[config.mk]
export PLATFORM = sky130hd
export DESIGN_NAME = smbus_buffer_config_regs
export DESIGN_NICKNAME = d
export VERILOG_FILES = /design/src/cfg_pkg.sv /design/src/pin_sync.sv /design/src/cfg_regs.sv /design/src/smbus_buffer_config_regs.sv
export SDC_FILE = /design/constraint.sdc
export NUM_CORES = 1
export LEC_CHECK = 0
export ABC_CLOCK_PERIOD_IN_PS = 3040
export BUFFER_PORTS_ARGS = -buffer_cell sky130_fd_sc_hd__buf_2
export CORE_MARGIN = 4
export CORE_UTILIZATION = 45
export DETAILED_ROUTE_END_ITERATION = 7
export HOLD_SLACK_MARGIN = 0.03
export SKIP_LAST_GASP = 1
export SLEW_MARGIN = 20
export SYNTH_ARGS = -nofsm -noshare
export SYNTH_HDL_FRONTEND = slang
export SYNTH_SLANG_ARGS = --single-unit
[constraint.sdc]
create_clock -name MCLK_I -period 3.04 [get_ports MCLK_I]
set_input_delay 0.608 -clock MCLK_I [delete_from_list [all_inputs] [get_ports MCLK_I]]
set_output_delay 0.608 -clock MCLK_I [all_outputs]
set_load 0.005 [all_outputs]
[src/cfg_pkg.sv]
// Purpose: shared constants for the serial configuration slave of the clock buffer
// Assumes: one system clock, serial link pins sampled asynchronously
// Notes: register image bits and write masks live here; the bench repeats them as literals
package cfg_pkg;
   // ****************************************
   // link framing
   // ****************************************
   localparam logic [6:0] SLAVE_ADDR = 7'h6E;
   localparam logic [2:0] BYTE_OP_PAT = 3'h4;
   localparam logic [3:0] LAST_BIT = 4'h7;
   localparam logic [3:0] BITS_PER_BYTE = 4'h8;
   localparam int SYNC_STAGES = 2;
   // ****************************************
   // register map
   // ****************************************
   localparam logic [6:0] IDX_DRIVE_PLL = 7'h00;
   localparam logic [6:0] IDX_PAIR_EN = 7'h01;
   localparam logic [7:0] RST_DRIVE_PLL = 8'h07;
   localparam logic [7:0] RST_PAIR_EN = 8'hFF;
   localparam logic [7:0] WMASK_DRIVE_PLL = 8'hC7;
   localparam logic [7:0] WMASK_PAIR_EN = 8'h66;
   localparam logic [7:0] UNMAPPED_READ = 8'h00;
   localparam int PD_TRI_BIT = 7;
   localparam int STOP_TRI_BIT = 6;
   localparam int BW_BIT = 2;
   localparam int PLL_BIT = 1;
   localparam int HALF_BIT = 0;
   localparam int NUM_PAIRS = 4;
   localparam int PAIR_BIT [NUM_PAIRS] = '{1, 2, 5, 6};
endpackage

[src/pin_sync.sv]
// Purpose: two-stage synchroniser for pins from outside the clock domain
// Assumes: inputs are slow levels relative to the clock
// Notes: only the second stage is visible outside
`timescale 1ns/1ns
module pin_sync #(
   parameter int W = 2
) (
   input wire logic clk_i,
   input wire logic resetn_i,
   input wire logic [W-1:0] pin_i,
   output logic [W-1:0] sync_o
);
   typedef struct packed {
      logic [W-1:0] meta;
      logic [W-1:0] stable;
   } sync_s;

   sync_s r;
   sync_s n;

   always_comb begin
      n = r;
      n.meta = pin_i;
      n.stable = r.meta;
   end

   // idle bus level is high, so reset to ones to avoid a false start
   always_ff @(posedge clk_i or negedge resetn_i) begin
      if (!resetn_i) begin
         r <= '1;
      end else begin
         r <= n;
      end
   end

   assign sync_o = r.stable;
endmodule

[src/cfg_regs.sv]
// Purpose: the two control registers and their decoded fields
// Assumes: write strobe is one clock wide and comes from the same clock
// Notes: unmapped indexes read as zero and swallow writes
`timescale 1ns/1ns
module cfg_regs (
   input wire logic clk_i,
   input wire logic resetn_i,
   input wire logic wr_i,
   input wire logic [6:0] idx_i,
   input wire logic [7:0] wdata_i,
   output logic [7:0] rdata_o,
   output logic pd_tristate_o,
   output logic stop_tristate_o,
   output logic bandwidth_select_n_o,
   output logic pll_mode_o,
   output logic half_rate_select_n_o,
   output logic [cfg_pkg::NUM_PAIRS-1:0] pair_enable_o
);
   typedef struct packed {
      logic [7:0] ctl;
      logic [7:0] pair;
   } regs_s;

   regs_s r;
   regs_s n;

   always_comb begin
      n = r;
      if (wr_i && idx_i == cfg_pkg::IDX_DRIVE_PLL) begin
         n.ctl = (wdata_i & cfg_pkg::WMASK_DRIVE_PLL) |
                 (cfg_pkg::RST_DRIVE_PLL & ~cfg_pkg::WMASK_DRIVE_PLL);
      end
      if (wr_i && idx_i == cfg_pkg::IDX_PAIR_EN) begin
         n.pair = (wdata_i & cfg_pkg::WMASK_PAIR_EN) |
                  (cfg_pkg::RST_PAIR_EN & ~cfg_pkg::WMASK_PAIR_EN);
      end
   end

   always_ff @(posedge clk_i or negedge resetn_i) begin
      if (!resetn_i) begin
         r.ctl <= cfg_pkg::RST_DRIVE_PLL;
         r.pair <= cfg_pkg::RST_PAIR_EN;
      end else begin
         r <= n;
      end
   end

   always_comb begin
      case (idx_i)
         cfg_pkg::IDX_DRIVE_PLL: rdata_o = r.ctl;
         cfg_pkg::IDX_PAIR_EN: rdata_o = r.pair;
         default: rdata_o = cfg_pkg::UNMAPPED_READ;
      endcase
   end

   assign pd_tristate_o = r.ctl[cfg_pkg::PD_TRI_BIT];
   assign stop_tristate_o = r.ctl[cfg_pkg::STOP_TRI_BIT];
   assign bandwidth_select_n_o = r.ctl[cfg_pkg::BW_BIT];
   assign pll_mode_o = r.ctl[cfg_pkg::PLL_BIT];
   assign half_rate_select_n_o = r.ctl[cfg_pkg::HALF_BIT];

   genvar gi;
   generate
      for (gi = 0; gi < cfg_pkg::NUM_PAIRS; gi++) begin : g_pair
         assign pair_enable_o[gi] = r.pair[cfg_pkg::PAIR_BIT[gi]];
      end
   endgenerate

   // ****************************************
   // checks
   // ****************************************
   a_reserved_fixed: assert property (
      @(posedge clk_i) disable iff (!resetn_i)
      ((r.ctl & ~cfg_pkg::WMASK_DRIVE_PLL) == (cfg_pkg::RST_DRIVE_PLL & ~cfg_pkg::WMASK_DRIVE_PLL))
      && ((r.pair & ~cfg_pkg::WMASK_PAIR_EN) == (cfg_pkg::RST_PAIR_EN & ~cfg_pkg::WMASK_PAIR_EN)))
      else $error("reserved register bits changed");

   a_mode_write: assert property (
      @(posedge clk_i) disable iff (!resetn_i)
      (wr_i && idx_i == cfg_pkg::IDX_DRIVE_PLL) |=>
      ({pd_tristate_o, stop_tristate_o, bandwidth_select_n_o, pll_mode_o, half_rate_select_n_o}
       == {$past(wdata_i[7:6]), $past(wdata_i[2:0])}))
      else $error("mode fields did not follow the write");

   a_pair_write: assert property (
      @(posedge clk_i) disable iff (!resetn_i)
      (wr_i && idx_i == cfg_pkg::IDX_PAIR_EN) |=>
      (pair_enable_o == {$past(wdata_i[6:5]), $past(wdata_i[2:1])}))
      else $error("pair enables did not follow the write");

   a_idle_hold: assert property (
      @(posedge clk_i) disable iff (!resetn_i)
      !wr_i |=> $stable(r))
      else $error("registers changed without a write");
endmodule

[src/smbus_buffer_config_regs.sv]
// Purpose: serial slave giving byte read and byte write to the control registers
// Assumes: link clock far slower than MCLK_I, pins sampled through two flops
// Notes: block transfers are refused by leaving the command unacknowledged
`timescale 1ns/1ns
module smbus_buffer_config_regs (
   input wire logic MCLK_I,
   input wire logic RESETN_I,
   input wire logic SCL_I,
   input wire logic SDA_I,
   output logic SDA_O,
   output logic SDA_OE_N_O,
   output logic PD_TRISTATE_O,
   output logic STOP_TRISTATE_O,
   output logic BANDWIDTH_SELECT_N_O,
   output logic PLL_MODE_O,
   output logic HALF_RATE_SELECT_N_O,
   output logic [cfg_pkg::NUM_PAIRS-1:0] PAIR_ENABLE_O
);
   // ****************************************
   // types and state
   // ****************************************
   typedef enum logic [3:0] {
      IDLE,
      ADDR,
      ADDR_ACK,
      CMD,
      CMD_ACK,
      WDATA,
      WDATA_ACK,
      RDATA,
      RDATA_ACK,
      IGNORE
   } phase_e;

   typedef struct packed {
      phase_e st;
      logic [3:0] cnt;
      logic [7:0] sh;
      logic [6:0] idx;
      logic rw;
      logic drv;
      logic wr;
      logic scl_prev;
      logic sda_prev;
   } slave_s;

   localparam slave_s RST_S = '{st: IDLE, scl_prev: 1'b1, sda_prev: 1'b1, default: '0};

   slave_s r;
   slave_s n;

   logic [1:0] pins_s;
   logic scl_s;
   logic sda_s;
   logic scl_rise;
   logic scl_fall;
   logic start_ev;
   logic stop_ev;
   logic [7:0] rd_data;

   // ****************************************
   // pin sampling and bus events
   // ****************************************
   pin_sync #(
      .W(cfg_pkg::SYNC_STAGES)
   ) u_sync (
      .clk_i(MCLK_I),
      .resetn_i(RESETN_I),
      .pin_i({SCL_I, SDA_I}),
      .sync_o(pins_s)
   );

   assign scl_s = pins_s[1];
   assign sda_s = pins_s[0];
   assign scl_rise = scl_s & ~r.scl_prev;
   assign scl_fall = ~scl_s & r.scl_prev;
   // sda edges only count while scl stays high on both samples
   assign start_ev = scl_s & r.scl_prev & r.sda_prev & ~sda_s;
   assign stop_ev = scl_s & r.scl_prev & ~r.sda_prev & sda_s;

   // ****************************************
   // transfer sequencer
   // ****************************************
   always_comb begin
      n = r;
      n.wr = 1'b0;
      n.scl_prev = scl_s;
      n.sda_prev = sda_s;
      if (start_ev) begin
         // repeated start keeps the index for the read that follows
         n.st = ADDR;
         n.cnt = '0;
         n.drv = 1'b0;
      end else if (stop_ev) begin
         n.st = IDLE;
         n.cnt = '0;
         n.drv = 1'b0;
      end else begin
         case (r.st)
            IDLE, IGNORE: begin
               n.drv = 1'b0;
            end
            ADDR, CMD, WDATA: begin
               if (scl_rise) begin
                  n.sh = {r.sh[6:0], sda_s};
                  n.cnt = r.cnt + 4'h1;
                  if (r.cnt == cfg_pkg::LAST_BIT) begin
                     n.cnt = '0;
                     if (r.st == ADDR) begin
                        if (r.sh[6:0] == cfg_pkg::SLAVE_ADDR) begin
                           n.rw = sda_s;
                           n.st = ADDR_ACK;
                        end else begin
                           n.st = IGNORE;
                        end
                     end else if (r.st == CMD) begin
                        if (r.sh[6:4] == cfg_pkg::BYTE_OP_PAT) begin
                           n.idx = {r.sh[5:0], sda_s};
                           n.st = CMD_ACK;
                        end else begin
                           n.st = IGNORE;
                        end
                     end else begin
                        n.wr = 1'b1;
                        n.st = WDATA_ACK;
                     end
                  end
               end
            end
            ADDR_ACK, CMD_ACK, WDATA_ACK: begin
               // first fall pulls sda low, second fall releases it, or after a read address drives the first read bit
               if (scl_fall) begin
                  if (!r.drv) begin
                     n.drv = 1'b1;
                  end else begin
                     n.drv = 1'b0;
                     if (r.st == ADDR_ACK && r.rw) begin
                        n.st = RDATA;
                        n.sh = rd_data;
                        n.drv = ~rd_data[7];
                        n.cnt = '0;
                     end else if (r.st == ADDR_ACK) begin
                        n.st = CMD;
                     end else if (r.st == CMD_ACK) begin
                        n.st = WDATA;
                     end else begin
                        // only one data byte per write is taken
                        n.st = IGNORE;
                     end
                  end
               end
            end
            RDATA: begin
               if (scl_rise) begin
                  n.cnt = r.cnt + 4'h1;
               end else if (scl_fall) begin
                  if (r.cnt == cfg_pkg::BITS_PER_BYTE) begin
                     n.drv = 1'b0;
                     n.st = RDATA_ACK;
                  end else begin
                     n.sh = {r.sh[6:0], 1'b0};
                     n.drv = ~r.sh[6];
                  end
               end
            end
            RDATA_ACK: begin
               // host ack or nak alike ends the single byte read
               if (scl_rise) begin
                  n.st = IGNORE;
               end
            end
            default: begin
               n = RST_S;
            end
         endcase
      end
   end

   always_ff @(posedge MCLK_I or negedge RESETN_I) begin
      if (!RESETN_I) begin
         r <= RST_S;
      end else begin
         r <= n;
      end
   end

   // ****************************************
   // registers and pins
   // ****************************************
   cfg_regs u_regs (
      .clk_i(MCLK_I),
      .resetn_i(RESETN_I),
      .wr_i(r.wr),
      .idx_i(r.idx),
      .wdata_i(r.sh),
      .rdata_o(rd_data),
      .pd_tristate_o(PD_TRISTATE_O),
      .stop_tristate_o(STOP_TRISTATE_O),
      .bandwidth_select_n_o(BANDWIDTH_SELECT_N_O),
      .pll_mode_o(PLL_MODE_O),
      .half_rate_select_n_o(HALF_RATE_SELECT_N_O),
      .pair_enable_o(PAIR_ENABLE_O)
   );

   // open drain: only ever pull low
   assign SDA_O = 1'b0;
   assign SDA_OE_N_O = ~r.drv;

   // ****************************************
   // checks
   // ****************************************
   a_start_to_addr: assert property (
      @(posedge MCLK_I) disable iff (!RESETN_I)
      start_ev |=> (r.st == ADDR && r.cnt == 4'h0 && !r.drv))
      else $error("start did not restart address phase");

   a_stop_to_idle: assert property (
      @(posedge MCLK_I) disable iff (!RESETN_I)
      stop_ev |=> (r.st == IDLE && SDA_OE_N_O))
      else $error("stop did not release the bus");

   a_foreign_addr: assert property (
      @(posedge MCLK_I) disable iff (!RESETN_I)
      (r.st == ADDR && scl_rise && r.cnt == cfg_pkg::LAST_BIT && !start_ev && !stop_ev
       && r.sh[6:0] != cfg_pkg::SLAVE_ADDR) |=> (r.st == IGNORE))
      else $error("foreign address was not ignored");

   a_cmd_decode: assert property (
      @(posedge MCLK_I) disable iff (!RESETN_I)
      (r.st == CMD && scl_rise && r.cnt == cfg_pkg::LAST_BIT && !start_ev && !stop_ev
       && r.sh[6:4] == cfg_pkg::BYTE_OP_PAT)
      |=> (r.st == CMD_ACK && r.idx == $past({r.sh[5:0], sda_s})))
      else $error("byte command index not captured");

   a_read_load: assert property (
      @(posedge MCLK_I) disable iff (!RESETN_I)
      (r.st == ADDR_ACK && r.rw && r.drv && scl_fall && !start_ev && !stop_ev)
      |=> (r.st == RDATA && r.sh == $past(rd_data) && r.drv == ~$past(rd_data[7])))
      else $error("read byte not loaded for transmit");

   a_ignore_quiet: assert property (
      @(posedge MCLK_I) disable iff (!RESETN_I)
      (r.st == IGNORE || r.st == IDLE) |-> SDA_OE_N_O)
      else $error("sda pulled while not addressed");

   a_write_strobe: assert property (
      @(posedge MCLK_I) disable iff (!RESETN_I)
      r.wr |-> (r.st == WDATA_ACK && !r.drv) ##1 !r.wr)
      else $error("write strobe out of place");

   // ****************************************
   // byte sequencing checks
   // ****************************************
   a_addr_match: assert property (
      @(posedge MCLK_I) disable iff (!RESETN_I)
      (r.st == ADDR && scl_rise && r.cnt == cfg_pkg::LAST_BIT && !start_ev && !stop_ev
       && r.sh[6:0] == cfg_pkg::SLAVE_ADDR) |=> (r.st == ADDR_ACK && r.rw == $past(sda_s)))
      else $error("own address was not taken");

   a_ack_pull: assert property (
      @(posedge MCLK_I) disable iff (!RESETN_I)
      ((r.st == ADDR_ACK || r.st == CMD_ACK || r.st == WDATA_ACK) && !r.drv && scl_fall
       && !start_ev && !stop_ev) |=> !SDA_OE_N_O)
      else $error("acknowledge not driven");

   a_cmd_refuse: assert property (
      @(posedge MCLK_I) disable iff (!RESETN_I)
      (r.st == CMD && scl_rise && r.cnt == cfg_pkg::LAST_BIT && !start_ev && !stop_ev
       && r.sh[6:4] != cfg_pkg::BYTE_OP_PAT) |=> (r.st == IGNORE && SDA_OE_N_O))
      else $error("non byte command was not refused");

   a_data_capture: assert property (
      @(posedge MCLK_I) disable iff (!RESETN_I)
      (r.st == WDATA && scl_rise && r.cnt == cfg_pkg::LAST_BIT && !start_ev && !stop_ev)
      |=> (r.wr && r.sh == $past({r.sh[6:0], sda_s})))
      else $error("write data byte not captured");

   a_read_release: assert property (
      @(posedge MCLK_I) disable iff (!RESETN_I)
      (r.st == RDATA && scl_fall && r.cnt == cfg_pkg::BITS_PER_BYTE && !start_ev && !stop_ev)
      |=> (r.st == RDATA_ACK && SDA_OE_N_O))
      else $error("sda not released for host ack");

   a_read_shift: assert property (
      @(posedge MCLK_I) disable iff (!RESETN_I)
      (r.st == RDATA && scl_fall && r.cnt != cfg_pkg::BITS_PER_BYTE && !start_ev && !stop_ev)
      |=> (r.drv == ~$past(r.sh[6])))
      else $error("read bit not shifted out in order");

   a_one_data_byte: assert property (
      @(posedge MCLK_I) disable iff (!RESETN_I)
      (r.st == WDATA_ACK && r.drv && scl_fall && !start_ev && !stop_ev)
      |=> (r.st == IGNORE && SDA_OE_N_O))
      else $error("second data byte would be taken");

   a_host_ack_end: assert property (
      @(posedge MCLK_I) disable iff (!RESETN_I)
      (r.st == RDATA_ACK && scl_rise && !start_ev && !stop_ev)
      |=> (r.st == IGNORE && SDA_OE_N_O))
      else $error("read did not end after host ack");

   a_index_hold: assert property (
      @(posedge MCLK_I) disable iff (!RESETN_I)
      !(r.st == CMD && scl_rise && r.cnt == cfg_pkg::LAST_BIT)
      |=> $stable(r.idx))
      else $error("index changed outside a command byte");
endmodule

# Yosys cells after proc, flatten, opt, wreduce, memory -nomap -nowiden
# Index checks and enable logic that the tools add are counted.
[word_totals] reg_bits=41 inputBits=4 output_inout_bits=11 word_cells=139
[classes] n_bitwise=18 muxes=49 n_addsub=1 eq_ne=40 n_reduce_logical=18
[op_table] cell="$mux W8" count=7
[op_table] cell="$mux W4" count=12
[op_table] cell="$pmux W12 S4" count=1
[op_table] cell="$ne A4 B4 Y1 const B" count=10
[op_table] cell="$mux W16" count=2
[op_table] cell="$pmux W8 S2" count=2
[op_table] cell="$ne A2 B2 Y1 const B" count=13
[op_table] cell="$mux W24" count=1
[op_table] cell="$mux W7" count=3
[op_table] cell="$eq A4 B3 Y1 const B" count=5
[op_table] cell="$pmux W4 S5" count=1
[op_table] cell="$mux W1" count=15
[op_table] cell="$eq A4 B4 Y1 const B" count=3
[op_table] cell="$mux W12" count=1
[op_table] cell="$not A1 Y1" count=11
[op_table] cell="$reduce_and A10 Y1" count=1
[op_table] cell="$reduce_or A10 Y1" count=1
[op_table] cell="$reduce_and A9 Y1" count=1
[op_table] cell="$reduce_or A3 Y1" count=3
[op_table] cell="$eq A4 B2 Y1 const B" count=2
[op_table] cell="$reduce_and A8 Y1" count=1
[op_table] cell="$and A1 B1 Y1" count=7
[op_table] cell="$eq A7 B1 Y1 const B" count=1
[op_table] cell="$eq A7 B7 Y1 const B" count=1
[op_table] cell="17 further kinds" count=21

# Longest topological paths before layout
[logic_depth] ltp_word=9 mapped_depth=8 mapped_depth_nobuf=7

# Modules after synthesis
# A second synthesis with hierarchy kept.
[unflattened] hier_cells=238 area_unflattened_um2=2349.8
[by_module_without_submodules] module="smbus_buffer_config_regs" instances=1 area_per_inst_um2=1783.0 seq_area_each_um2=703.2 cells_each=195
[by_module_without_submodules] module="cfg_regs" instances=1 area_per_inst_um2=461.7 seq_area_each_um2=234.0 cells_each=39
[by_module_without_submodules] module="pin_sync" instances=1 area_per_inst_um2=105.1 seq_area_each_um2=105.1 cells_each=4

# Worst setup path before layout
# OpenSTA, ideal clock, no wires.
[synth_timing] path_kind="register to register" startpoint="reg u_sync.r (netlist bit u_sync.sync_o[0])" endpoint="reg r[12] (netlist name)" setup_ps=125 slack_ps=1078 path_stages_with_launch=6 required_ps=2915 path_buffers=1 arrival_time_ps=1838 period_less_slack_ps=1962 path_cell_list="dfstp_2 > clkbuf_1 > xor2_1 > a22o_1 > a211oi_4 > mux2_2"
[synth_via] elab_chain_len=4 elab_cells_between_ends=8 cone_classes="mux (2); bitwise (5); reduce/logical (1)"
[synth_lines] item="from (decl)" line_no="pin_sync.sv:18" text="sync_s r;"
[synth_lines] item="from (signal assigned)" line_no="pin_sync.sv:32" text="r <= n;"
[synth_lines] item="$not A1 Y1" line_no="smbus_buffer_config_regs.sv:78" text="assign start_ev = scl_s & r.scl_prev & r.sda_prev & ~sda_s;"
[synth_lines] item="$and A1 B1 Y1" line_no="smbus_buffer_config_regs.sv:78"
[synth_lines] item="$not A1 Y1 (no line)"
[synth_lines] item="$reduce_and A10 Y1 (no line)"
[synth_lines] item="to (signal assigned)" line_no="smbus_buffer_config_regs.sv:183" text="r <= n;"
[synth_lines] item="to (decl)" line_no="smbus_buffer_config_regs.sv:49" text="slave_s r;"
# Parallel ways exist; a longest one is shown, timed or not. The select of a mux whose other input is x is not followed.
# A chain may end at the register's enable or synchronous reset.

# Worst setup path after layout
[layout_timing] startpoint="reg r[24] (netlist name)" endpoint="reg r[16] (netlist name)"
[layout_via] elab_chain_len=4 elab_cells_between_ends=24 cone_classes="eq/ne (16); mux (1); bitwise (1); reduce/logical (6)"
[layout_lines] item="$eq A4 B2 Y1, or another cell as far along" line_no="smbus_buffer_config_regs.sv:99, smbus_buffer_config_regs.sv:137"
[layout_lines] item="$reduce_or A3 Y1, or another cell as far along" line_no="smbus_buffer_config_regs.sv:99" text="case (r.st)"
[layout_lines] item="$ne A2 B2 Y1 (no line) / $not A1 Y1 (equally long branches)"
[layout_lines] item="$reduce_and A10 Y1 (no line)"
# Parallel ways exist; a longest one is shown, timed or not.

==> results_dict.tcl <==
set metrics [dict create \
    io_pins 15 \
    dp.cells 293 \
    clock_latency_ps 300 \
    top_usage_layer "met1" \
    p_total_w 0.00104 \
    synth_enable_flop_cells 0 \
    synth_cells 224 \
    routed_wl_um 4850 \
    worstMarginPinSlew_ps 910 \
    grt_use_met2_pct 24.9 \
    finalSetupViolCount 0 \
    regArea_mm2 0.00104 \
    gr-total-overflow 0 \
    n_fill_cell 456 \
    final_core_util_pct 51.9 \
    grt_pass1_wl_um 8400 \
    switching_share_pct 22.0 \
    nets 239 \
    row_count 25 \
    cts_sinks 41 \
    final_common_cell "dfrtp_1" \
    slew_headroom_pct 39.3 \
    hold_buffers 0 \
    grt_pass1_vias 1657 \
    hp-start "u_sync.n[0]" \
    powerDensity_mw_per_mm2 415 \
    grt_usage_pct 17.1 \
    hold_ws_ps 357 \
    synthArstFlopShare_pct 100 \
    wire_per_inst_um 16.1 \
    drtIter0Drc 148 \
    clkSlewWorstSetupHoldPaths_ps 80 \
    rsz0062_at_grt "no" \
    remaining_drc_errors 0 \
    final_antenna_net_count 0 \
    start_util_pct 47.5 \
    grt_use_met1_pct 25.5 \
    clockPowerShare_pct 43.0 \
    status "finished clean" \
    power.leakage_nw 1.03 \
    synth_top_cell_area_share_pct 30.6 \
    fin_setup_tns_ps 0 \
    rr_endpoint "r[16]" \
    drive_gt1_share_pct 27.4 \
    cts_tree "built" \
    yosys_warnings 0 \
    dieArea_mm2 0.00629 \
    numCtsBuffers 5 \
    grt_max_degree 42 \
    start_kind "flop" \
    finalCriticalPeriod_ps 2160 \
    clock-root-buffer "clkbuf_8" \
    hold_path.class "flop to flop" \
    core_area_mm2 0.00482 \
    final_cell_mix "dfrtp_1, mux2_2, nand2_1" \
    clock_path_buffers 2 \
    combPwrFrac_pct 3.1 \
    whs_path_depth 0 \
    internal-power_w 0.000809 \
    place_congestion 0.955 \
    reg2reg_slack_ps 880 \
    diodes 0 \
    numPortBuffers 13 \
    r2r_cells 5 \
    synth_area_leaders "dfrtp_1, dfstp_2, mux2_2" \
    synth_cell_types 51 \
    gr-usage-met3_pct 3.74 \
    fin_skew_ps 9.94 \
    synth.avg_cell_area_um2 10.2 \
    antenna_found_initial 0 \
    synth_area_mm2 0.00229 \
    hold_viol_final 0 \
    cap_violations 0 \
    syn_nets 230 \
    worstPathArrival_ps 2350 \
    area_delta_synth_final_pct 9.25 \
    die_h_um 79.3 \
    pwr-share-seq_pct 53.9 \
    postCtsSetupBuffers 0 \
    peakVddDrop_mv 0.320 \
    synth-seq-cells 41 \
    dp_hpwl_um 3460 \
    num_vias 1685 \
    fmax_mhz 463 \
    yosys.area.top_type "dfrtp_1" \
    holdPathEnd "u_sync.sync_o[0]" \
    dr.pass1.iters 4 \
    min_period_over_period_pct 71.0 \
    worstPathRequired_ps 3230 \
    via_per_inst 5.60 \
    seq_area_frac_synth_pct 45.6 \
    crit_type "flop to flop" \
    finalMaxSlewViolations 0 \
    die_w_um 79.3 \
    p_switching_w 0.000228 \
    reg2reg_from "r[24]" \
    synthFlopType "dfrtp_1" \
    critPathMaxFanout 10 \
    cts.htree.levels 2 \
    cts.repair.resized 0 \
    multi_input_area_mm2 0.00114 \
    crit_path_end_kind "flop" \
    final_cells 301 \
]
==> how the worst max path moves through the flow <==
stage | slack (ps) | start | endpoint | cells after the start
CTS | 890 | r[24] | r[17] | 5
global placement | 860 | r[25] | r[17] | 5
global route | 740 | r[21] | r[9] | 6
finish | 880 | r[24] | r[16] | 5
detailed placement | 900 | r[24] | r[19] | 5
floorplan | 1080 | u_sync.sync_o[0] | r[12] | 5
==> final cells by class <==
type,instances,share of cell area [%]
inverters,13,1.95
multi-input cells,158,45.6
repair buffers,14,2.90
clock buffers,6,2.90
well taps,67,3.36
flip-flops and latches,41,41.7
clock inverters,2,1.55
==> stage by stage <==
stage / instance area (um^2) / worst slack [ps]
final: 2500 / 881
after floorplan: 2290 / 1080
after detailed placement: 2390 / 901
after global placement: 2390 / 856
after global routing: 2500 / 737
after CTS: 2500 / 891
==> worst max-delay path, stage by stage, from the launching register on <==
cell	delay, ps
dfrtp_1	530
inv_2	80
maj3_2	310
a22o_1	210
a211oi_4	520
mux2_2	400
==> Yosys cell counts, drive strengths merged, types with 2 or more instances <==
cell and number:
buf 5, o2111ai 2, o211ai 2, a211oi 4, a31oi 4, or3 2
nor2 10, or2 2, nand3 6, and2 3, nand2b 4, clkbuf 7
a22o 2, a21oi 9, and3b 3, nor2b 5, inv 13, mux2 21
nor4 2, xnor2 3, o21ai 14, a21o 4, nand3b 2, mux2i 10
xor2 2, nand2 19, dfstp 13, dfrtp 28, ha 2, nand4 2
nor3 2, or4 4, a32oi 2
==> cells by family after synthesis <==
group | Yosys count | share of synthesized area [%]
xor+xnor | 5 | 1.92
simple gates | 68 | 15.9
fa+ha+maj | 3 | 1.59
buf+inv | 25 | 4.59
mux | 31 | 14.7
flops | 41 | 45.6
other cells | 1 | 0.164
compound gates | 50 | 15.5
==> power groups by stage <==
stage,clock network [W],logic [W],registers (W)
floorplan,0,0.0000203,0.000565
global placement,0,0.0000332,0.000569
detailed placement,0,0.0000327,0.000569
CTS,0.000459,0.0000328,0.000559
global route,0.000482,0.0000367,0.000560
finish,0.000446,0.0000319,0.000559
==> per-layer routing <==
layer / part of all wire (%) / vias up
met5: 0 / -
met4: 0.76 / 0
met3: 5.7 / 5
met2: 45 / 45
met1: 48 / 808
li1: - / 827
==> sequential cells by signal, summed over array words and instances, names as in the netlist <==
| register | cells |
|---|---|
| r | 28 |
| u_regs.bandwidth_select_n_o | 1 |
| u_regs.half_rate_select_n_o | 1 |
| u_regs.pair_enable_o | 4 |
| u_regs.pd_tristate_o | 1 |
| u_regs.pll_mode_o | 1 |
| u_regs.stop_tristate_o | 1 |
| u_sync.n | 2 |
| u_sync.sync_o | 2 |
(Power assumes the default switching activity.)
